**config.mk**
```make
export PLATFORM = sky130hd
export DESIGN_NAME = ccdx_exposure_ctrl
export DESIGN_NICKNAME = d
export VERILOG_FILES = /design/src/rtl/ccdx_pkg.sv /design/src/rtl/ccdx_exposure_ctrl.sv
export VERILOG_INCLUDE_DIRS = /design/src /design/src/rtl
export SDC_FILE = /design/constraint.sdc
export NUM_CORES = 1
export LEC_CHECK = 0
export BUFFER_PORTS_ARGS = -buffer_cell sky130_fd_sc_hd__buf_2
export CAP_MARGIN = 20
export CORE_MARGIN = 4
export CORE_UTILIZATION = 40
export DETAILED_ROUTE_END_ITERATION = 10
export PLACE_DENSITY_LB_ADDON = 0.12
export SYNTH_ARGS = -nofsm -noshare
export SYNTH_HDL_FRONTEND = slang
export SYNTH_SLANG_ARGS = --single-unit
```
**constraint.sdc**
```tcl
create_clock -name clk -period 2.57 [get_ports clk]
set_clock_uncertainty 0.05 [all_clocks]
set_input_delay 0.514 -clock clk [delete_from_list [all_inputs] [get_ports clk]]
set_output_delay 0.514 -clock clk [all_outputs]
set_load 0.01 [all_outputs]
```
**src/rtl/ccdx_defines.svh**
```systemverilog
// Timing counts and field positions for the exposure and mode control block.
// Assumes a 100 MHz system clock; included by bare name.
`ifndef CCDX_DEFINES_SVH
`define CCDX_DEFINES_SVH
`define CCDX_CLK_NS          10
`define CCDX_TINT_US         16670
`define CCDX_TINT_CYC        ((`CCDX_TINT_US * 1000) / `CCDX_CLK_NS)
`define CCDX_LINE_CYC        6356
`define CCDX_VD_LOW_CYC      1200
`define CCDX_FLUSH_XFERS     256
`define CCDX_XFER_HALF       8
`define CCDX_SC_HALF         14
`define CCDX_LG1_START       2000
`define CCDX_LG1_STOP        2400
`define CCDX_LG3_START       4000
`define CCDX_LG3_STOP        4400
`define CCDX_LG_SHIFT_ALT    100
`endif

```
**src/rtl/ccdx_pkg.sv**
```systemverilog
// Types for the exposure and mode control block.
// Assumes nothing beyond a SystemVerilog compiler.
package ccdx_pkg;
	typedef enum logic [1:0] {
		CCDX_IDLE,
		CCDX_FLUSH,
		CCDX_READ
	} ccdx_xfer_e;

	typedef struct packed {
		logic image_gate_clock;
		logic storage_gate_clock;
	} ccdx_gates_s;

	typedef struct packed {
		logic luma_gate1_sample3;
		logic luma_gate3_sample2;
	} ccdx_luma_s;

	typedef struct packed {
		logic subcarrier_out;
		logic quadrature_subcarrier;
	} ccdx_sc_s;
endpackage

```
**src/rtl/ccdx_exposure_ctrl.sv**
```systemverilog
// Exposure gating, sensor and standby mode control of the CCD timing generator.
// Assumes all inputs are synchronous to clk; exposure_gate comes from outside.
`include "ccdx_defines.svh"

// Functional notes
// RQ1 - With gate_source_select high, vertical drive is routed internally onto the exposure gate.
// RQ2 - For variable integration the outside holds gate_source_select low and drives the gate.
// RQ3 - The exposure gate masks both the storage and image gate clocks.
// RQ4 - sensor_select low picks the variable-integration sensor pair, high the alternate pair.
// RQ5 - standby_select high is normal operation, low enters power-down.
// RQ6 - low_power_indicator is driven low to place device and neighbours in low power.
// RQ7 - Two shared outputs serve luma gate 1 with sample 3, and luma gate 3 with sample 2.
// RQ8 - A quadrature subcarrier of equal frequency lags the main subcarrier by 90 degrees.
// RQ9 - Outside flushes with two low gate pulses, each giving 256 image and storage transfers.
// RQ10 - Readout starts when vertical drive and the gate are low together; code reads only with gate_source_select high, else flushes.
// RQ11 - line_counter_reset clears the horizontal line counter for external sync.
module ccdx_exposure_ctrl #(
	parameter int TINT_CYC = `CCDX_TINT_CYC
) (
	input  wire logic                 clk,
	input  wire logic                 srst,
	input  wire logic                 exposure_gate,
	input  wire logic                 gate_source_select,
	input  wire logic                 sensor_select,
	input  wire logic                 standby_select,
	input  wire logic                 line_counter_reset,
	output logic                      vertical_drive,
	output logic                      low_power_indicator,
	output ccdx_pkg::ccdx_gates_s     gates,
	output ccdx_pkg::ccdx_luma_s      luma,
	output ccdx_pkg::ccdx_sc_s        sc
);
	// Mode decode
	logic                  run;
	logic                  eff_gate;
	logic [12:0]           lg_shift;
	// Frame timing
	logic [23:0]           frame_cnt;
	logic [23:0]           next_frame_cnt;
	logic                  next_vertical_drive;
	// Line timing
	logic [12:0]           line_cnt;
	logic [12:0]           next_line_cnt;
	ccdx_pkg::ccdx_luma_s  next_luma;
	// Subcarrier
	logic [4:0]            sc_cnt;
	logic [4:0]            next_sc_cnt;
	logic [1:0]            sc_phase;
	logic [1:0]            next_sc_phase;
	ccdx_pkg::ccdx_sc_s    next_sc;
	// Transfer bursts
	ccdx_pkg::ccdx_xfer_e  state;
	ccdx_pkg::ccdx_xfer_e  next_state;
	logic [3:0]            half_cnt;
	logic [3:0]            next_half_cnt;
	logic [8:0]            xfer_cnt;
	logic [8:0]            next_xfer_cnt;
	logic                  xfer_clk;
	logic                  next_xfer_clk;
	logic                  gate_prev;
	ccdx_pkg::ccdx_gates_s next_gates;
	// Power indicator
	logic                  next_low_power_indicator;

	always_comb begin
		run = standby_select; // RQ5
		// Internal path from vertical drive, or the outside gate
		eff_gate = gate_source_select ? vertical_drive : exposure_gate; // RQ1 RQ2
		lg_shift = sensor_select ? 13'(`CCDX_LG_SHIFT_ALT) : 13'h0000; // RQ4
	end

	// Counts freeze in standby
	always_comb begin
		next_frame_cnt = frame_cnt;
		if (run) begin
			if (frame_cnt >= 24'(TINT_CYC - 1)) begin
				next_frame_cnt = 24'h000000;
			end else begin
				next_frame_cnt = frame_cnt + 24'h000001;
			end
		end
		// Vertical drive low at the start of each integration period
		next_vertical_drive = !(run && next_frame_cnt < 24'(`CCDX_VD_LOW_CYC)); // RQ1
	end

	always_ff @(posedge clk) begin
		if (srst) begin
			frame_cnt <= 24'h000000;
			vertical_drive <= 1'b1;
		end else begin
			frame_cnt <= next_frame_cnt;
			vertical_drive <= next_vertical_drive;
		end
	end

	always_comb begin
		next_line_cnt = line_cnt;
		if (run) begin
			if (line_counter_reset || line_cnt == 13'(`CCDX_LINE_CYC - 1)) begin // RQ11
				next_line_cnt = 13'h0000;
			end else begin
				next_line_cnt = line_cnt + 13'h0001;
			end
		end
		// Windows move later for the alternate sensor pair
		next_luma.luma_gate1_sample3 = run && line_cnt >= 13'(`CCDX_LG1_START) + lg_shift
			&& line_cnt < 13'(`CCDX_LG1_STOP) + lg_shift; // RQ7
		next_luma.luma_gate3_sample2 = run && line_cnt >= 13'(`CCDX_LG3_START) + lg_shift
			&& line_cnt < 13'(`CCDX_LG3_STOP) + lg_shift; // RQ7
	end

	always_ff @(posedge clk) begin
		if (srst) begin
			line_cnt <= 13'h0000;
			luma <= '0;
		end else begin
			line_cnt <= next_line_cnt;
			luma <= next_luma;
		end
	end

	always_comb begin
		next_sc_cnt = sc_cnt;
		next_sc_phase = sc_phase;
		if (run) begin
			if (sc_cnt == 5'(`CCDX_SC_HALF / 2 - 1)) begin
				next_sc_cnt = 5'h00;
				next_sc_phase = sc_phase + 2'h1;
			end else begin
				next_sc_cnt = sc_cnt + 5'h01;
			end
		end
		// Quarter-period phase steps give the 90 degree copy
		next_sc.subcarrier_out = run && !sc_phase[1]; // RQ8
		next_sc.quadrature_subcarrier = run && (sc_phase[1] ^ sc_phase[0]); // RQ8
	end

	always_ff @(posedge clk) begin
		if (srst) begin
			sc_cnt <= 5'h00;
			sc_phase <= 2'h0;
			sc <= '0;
		end else begin
			sc_cnt <= next_sc_cnt;
			sc_phase <= next_sc_phase;
			sc <= next_sc;
		end
	end

	always_comb begin
		// A falling gate edge seen in idle starts a burst of transfers
		next_state = state;
		next_half_cnt = half_cnt;
		next_xfer_cnt = xfer_cnt;
		next_xfer_clk = xfer_clk;
		if (!run) begin
			next_state = ccdx_pkg::CCDX_IDLE;
			next_xfer_clk = 1'b0;
		end else begin
			unique case (state)
				ccdx_pkg::CCDX_IDLE: begin
					if (gate_prev && !eff_gate) begin // RQ9 RQ10
						next_state = (gate_source_select && !vertical_drive)
							? ccdx_pkg::CCDX_READ : ccdx_pkg::CCDX_FLUSH;
						next_xfer_cnt = 9'h000;
						next_half_cnt = 4'h0;
					end
				end
				ccdx_pkg::CCDX_FLUSH, ccdx_pkg::CCDX_READ: begin
					if (half_cnt == 4'(`CCDX_XFER_HALF - 1)) begin
						next_half_cnt = 4'h0;
						next_xfer_clk = !xfer_clk;
						if (xfer_clk) begin
							next_xfer_cnt = xfer_cnt + 9'h001;
							if (xfer_cnt == 9'(`CCDX_FLUSH_XFERS - 1)) begin // RQ9
								next_state = ccdx_pkg::CCDX_IDLE;
							end
						end
					end else begin
						next_half_cnt = half_cnt + 4'h1;
					end
				end
			endcase
		end
		// Gate clocks only run while the gate is low
		next_gates.image_gate_clock = next_xfer_clk && !eff_gate; // RQ3
		next_gates.storage_gate_clock = next_xfer_clk && !eff_gate; // RQ3
	end

	always_ff @(posedge clk) begin
		if (srst) begin
			state <= ccdx_pkg::CCDX_IDLE;
			half_cnt <= 4'h0;
			xfer_cnt <= 9'h000;
			xfer_clk <= 1'b0;
			gate_prev <= 1'b1;
			gates <= '0;
		end else begin
			state <= next_state;
			half_cnt <= next_half_cnt;
			xfer_cnt <= next_xfer_cnt;
			xfer_clk <= next_xfer_clk;
			gate_prev <= eff_gate;
			gates <= next_gates;
		end
	end

	// Indicator follows standby one cycle late
	always_comb begin
		next_low_power_indicator = run; // RQ6
	end

	always_ff @(posedge clk) begin
		if (srst) begin
			low_power_indicator <= 1'b0;
		end else begin
			low_power_indicator <= next_low_power_indicator;
		end
	end
endmodule // ccdx_exposure_ctrl

```
-- After elaboration in Yosys (flattened, before gate mapping)
Index checks and enable logic that the tools add are counted.
Widths: inputs -> output; s select.
- bits in registers: 68
- output and inout port bits: 8
- logic and storage cells: 89
- bitwise logic cells: 2
- reductions and logical operators: 23
- add/subtract/negate cells: 10
- $lt $le $gt $ge: 6
- multiplexer cells: 22
- eq/ne operators: 10
- operator list (cell ; count):
    $mux 24 ; 2
    $mux 9 ; 3
    $add 12x7->13 const A ; 2
    $lt 13x13->1 ; 2
    $add 24x1->24 const B ; 1
    $ge 24x21->1 const B ; 1
    $lt 24x11->1 const B ; 1
    $pmux 9 s2 ; 1
    $add 13x1->13 const B ; 1
    $add 13x7->13 const A ; 1
    $eq 13x13->1 const B ; 1
    $ge 13x12->1 ; 1
    $ge 13x13->1 ; 1
    $mux 13 ; 1
    $add 11x7->12 const A ; 1
    $logic_and 1x1->1 ; 10
    $mux 2 ; 5
    $add 9x1->9 const B ; 1
    $eq 9x8->1 const B ; 1
    $mux 4 ; 2
    $ne 2x2->1 const B ; 4
    $pmux 4 s2 ; 1
    $reduce_and 4->1 ; 2
    $mux 7 ; 1
    other kinds (17) ; 26

-- Logic depth before layout (Yosys ltp)
- depth after elaboration: 6
- depth in mapped cells: 9
- gate-level depth less buffers: 9

-- Worst setup path after synthesis
No wires, ideal clock.
- path type: input -> register
- start point: input sensor_select
- end point: register luma[0] (netlist name)
- slack: 0.341 ns
- arrival: 2.109 ns
- setup time: 0.070 ns
- stages: 8
- path through: inv_1 -> ha_1 -> or4b_1 -> o31ai_1 -> o21ba_1 -> o21ai_1 -> a221o_1 -> a21oi_1
- longest elaborated chain between the ends: 5
- elaborated cells between the ends (all ways): 7
- classes of those cells: 2 x add/sub; 2 x order compare; 1 x mux; 2 x reduce/logical
- ends and longest elaborated chain (what ; line ; text):
    from (decl) ; ccdx_exposure_ctrl.sv:24 ; input wire logic sensor_select,
    $mux 7 * ; ccdx_exposure_ctrl.sv:69 ; lg_shift = sensor_select ? 13'(`CCDX_LG_SHIFT_ALT) : 13'h0000;
    $add 12x7->13 ; ccdx_exposure_ctrl.sv:108 ; next_luma.luma_gate3_sample2 = run && line_cnt >= 13'(`CCDX_LG3_START) + lg_shift
    $ge 13x13->1 ; ccdx_exposure_ctrl.sv:108 ;
    $logic_and 1x1->1 ; ccdx_exposure_ctrl.sv:108 ;
    $logic_and 1x1->1 * ; ccdx_exposure_ctrl.sv:108 ;
    to (signal assigned) ; ccdx_exposure_ctrl.sv:118 ; luma <= next_luma;
    to (decl) ; ccdx_exposure_ctrl.sv:30 ; output ccdx_pkg::ccdx_luma_s luma,
Mark *: on every way between the ends. The rest lies on a longest branch, timed or not.
A chain may end at the register's enable or synchronous reset.

-- Worst setup path in the final report
- start point: register line_cnt[2]
- end point: register luma[0] (netlist name)
- longest elaborated chain between the ends: 3
- elaborated cells between the ends (all ways): 4
- classes of those cells: 2 x order compare; 2 x reduce/logical
- ends and longest elaborated chain (what ; line ; text):
    from (decl) ; ccdx_exposure_ctrl.sv:42 ; logic [12:0] line_cnt;
    from (signal assigned) ; ccdx_exposure_ctrl.sv:117 ; line_cnt <= next_line_cnt;
    $ge 13x13->1 ; ccdx_exposure_ctrl.sv:108 ;
    $logic_and 1x1->1 ; ccdx_exposure_ctrl.sv:108 ;
    $logic_and 1x1->1 * ; ccdx_exposure_ctrl.sv:108 ;
Marked as above.

==> results.sh <==
export IMPL_wire_per_inst_um=12.89
export IMPL_hold_viol_final=0
export IMPL_synth_edf_count=0
export IMPL_finalNetCount=502
export IMPL_yosys_area_top_type="dfxtp_1"
export IMPL_core_sq_um=9284
export IMPL_cp_end_kind="flop"
export IMPL_grt_pass1_wl_mm=14.06
export IMPL_setup_tns_ps=0
export IMPL_hpwlAfterDp_mm=5.685
export IMPL_syn_avg_cell_area_sq_um=8.280
export IMPL_ys_seq_elements=68
export IMPL_finalWirelength_mm=7.839
export IMPL_first_pass_iters=4
export IMPL_vias_per_cell=5.135
export IMPL_clockBufferDepth=2
export IMPL_cp_arrival_ps=2470
export IMPL_initial_core_util_pct=41.29
export IMPL_synthToLayoutAreaGrowth_pct=11.06
export IMPL_grt_pass1_vias=3024
export IMPL_fmax_ghz=0.4460
export IMPL_die_y_um=105.9
export IMPL_clk_pin_slew_ps=80
export IMPL_maxCapViolations=0
export IMPL_critPathKind="flop to flop"
export IMPL_min_period_ps=2242
export IMPL_die_w_um=105.9
export IMPL_critPathLaunchType="flop"
export IMPL_portBuffers=14
export IMPL_cts_sinks=68
export IMPL_synthesis_nets=491
export IMPL_overflow=0
export IMPL_cts_tree="built"
export IMPL_post_cts_buffers=0
export IMPL_synth_area_leaders="dfxtp_1 36%, ha_1 6.9%, nor2_1 6.9%"
export IMPL_path_max_fanout=5
export IMPL_root_buffer="clkbuf_8"
export IMPL_clock_latency_ps=350
export IMPL_hold_worst_slack_ps=365.3
export IMPL_post_cts_resized=0
export IMPL_synthCells=463
export IMPL_ys_seq_area_share_pct=35.51
export IMPL_yosysWarnings=0
export IMPL_gp_congestion=0.8132
export IMPL_min_period_over_period_pct=87.23
export IMPL_maxSlewViolCount=0
export IMPL_worst_slew_pin_slew_ps=616.9
export IMPL_synthFlopType="dfxtp_1"
export IMPL_dp_cells=592
export IMPL_rsz0062_at_grt="false"
export IMPL_grt_max_degree=19
export IMPL_antenna_found_initial=0
export IMPL_row_count=35
export IMPL_cts_htree_levels=3
export IMPL_num_vias=3122
export IMPL_drt_first_iter_violations=101
export IMPL_timing_slew_headroom_pct=58.49
export IMPL_fp_dieArea_sq_um=11210
export IMPL_yosysUniqueCellTypes=65
export IMPL_power_density_nw_per_um2=518.8
export IMPL_cts_buffers=9
export IMPL_finalSetupViolations=0
export IMPL_peakVddDrop_v=0.0003055
export IMPL_ios=15
export IMPL_antenna_cells=0
export IMPL_drive_above_1_share_pct=11.69
export IMPL_status="complete, no violations"
export IMPL_netlist_area_sq_um=3834
export IMPL_cts_hold_buf=0
export IMPL_track_usage_pct=15.26
export IMPL_required_ps=2800
export IMPL_power_leakage_nw=1.611
export IMPL_finalNonFillerCells=608
export IMPL_hold_class="input port to flop"
export IMPL_synth_top_area_share_pct=35.51
export IMPL_drc=0
export IMPL_synth_async_reset_ratio_pct=0
export IMPL_ant_nets=0
sequential cells by signal, summed over array words and instances, names as in the netlist:
name and cells:
frame_cnt 24, line_cnt 13, xfer_cnt 9, sc_cnt 5, half_cnt 4, luma 2, sc 2, sc_phase 2
state 2, gate_prev 1, gates 1, low_power_indicator 1, vertical_drive 1, xfer_clk 1
synth_stat cells (2+ instances only):
cell and number:
nor2b_1 2, nand4_1 11, and4_1 2, nand4_2 2, o31ai_1 4, nand2b_1 4
nand3b_1 3, buf_6 2, nand4_4 2, o21ai_1 3, inv_1 16, buf_2 10
a31oi_1 9, nor3_1 22, nor2_1 70, or3_1 7, a21oi_1 21, and3_1 6
mux2i_1 3, nor4_1 4, mux2_2 2, clkbuf_1 14, o21bai_1 2, o211ai_1 2
ha_1 21, nand3_1 19, xnor2_1 25, xor2_1 21, nor3b_1 2, and2_1 3
dfxtp_1 68, nand2_1 35, a21boi_1 2, a311o_1 2, o21ai_0 12
through the flow:
step / cell area, sq um / worst slack (ps) / total power [mW] / util (%)
after floorplan: 3834 / 340.9 / 1.189 / -
after global placement: 4034 / 79.33 / 1.232 / 43.45
after detailed placement: 4034 / 11.50 / 1.234 / 43.45
after CTS: 4258 / 323.2 / 2.251 / 45.86
after global routing: 4258 / 188.3 / 2.304 / 45.86
final: 4258 / 328.1 / 2.209 / 45.86
cell type report:
type	count	area [sq um]
well taps	129	161.4
flip-flops and latches	68	1361
fillers	931	5026
clock inverters	6	86.33
multi-input cells	350	2272
inverters	17	63.81
clock buffers	10	137.6
repair buffers	28	175.2
worst paths after layout:
kind / start / endpoint / slack [ps] / depth (start not counted)
min reg2reg: xfer_cnt[8]$_SDFFE_PP0P_ / xfer_cnt[8]$_SDFFE_PP0P_ / 410 / 2
min: exposure_gate / gate_prev$_SDFF_PP1_ / 370 / 3
max: line_cnt[2]$_SDFFE_PP0P_ / luma[0]$_SDFF_PP0_ / 330 / 8
max reg2reg: line_cnt[2]$_SDFFE_PP0P_ / luma[0]$_SDFF_PP0_ / 330 / 8
power breakdown:
| part | switching [mW] | internal [mW] | total, mW |
|---|---|---|---|
| Sequential | 0.0116 | 1.07 | 1.08 |
| Combinational | 0.0786 | 0.0515 | 0.130 |
| Clock | 0.429 | 0.573 | 1.00 |
| Total | 0.519 | 1.69 | 2.21 |
kinds of logic after synthesis:
kind of cell,after synthesis,synth area share (%)
XOR/XNOR,46,10.51
flip-flops,68,35.51
AND/OR/NAND/NOR,204,27.84
adder cells (fa/ha/maj),21,6.854
multiplexers,6,1.664
buffers and inverters,45,5.222
AO/OA/AOI/OAI,73,12.40
layout by cell type, fill, tap and decap left out, types with 3 or more instances in the layout:
| cell type | n |
|---|---|
| and3_1 | 6 |
| inv_1 | 16 |
| nor2_1 | 70 |
| buf_4 | 14 |
| o21ai_1 | 3 |
| a21oi_1 | 21 |
| nand3_1 | 19 |
| xor2_1 | 21 |
| a31oi_1 | 9 |
| clkbuf_8 | 10 |
| o21ai_0 | 12 |
| buf_2 | 14 |
| dfxtp_1 | 68 |
| nand2_1 | 35 |
| and2_1 | 3 |
| ha_1 | 21 |
| nor4_1 | 4 |
| o31ai_1 | 4 |
| nand3b_1 | 3 |
| nand2b_1 | 4 |
| nand4_1 | 11 |
| or3_1 | 7 |
| nor3_1 | 22 |
| mux2i_1 | 3 |
| xnor2_1 | 25 |
routing by layer:
layer | wire length [um] | share of wire (%) | global-route usage (%) | up-vias
met3 | 228 | 2.9 | 4.068 | 8
met1 | 3886 | 50 | 19.83 | 1432
met2 | 3613 | 46 | 24.59 | 37
met4 | 110 | 1.4 | 5.088 | 0
li1 | - | - | - | 1645
met5 | 0 | 0 | 0 | -
critical path, cell delays in order (launching register included):
cell,delay [ps]
dfxtp_1,400
inv_1,110
ha_1,290
or4b_1,440
o31ai_1,230
o21ba_1,160
o21ai_1,60
a221o_1,300
a21oi_1,130
Note: power is estimated with default switching activity, not from simulation.
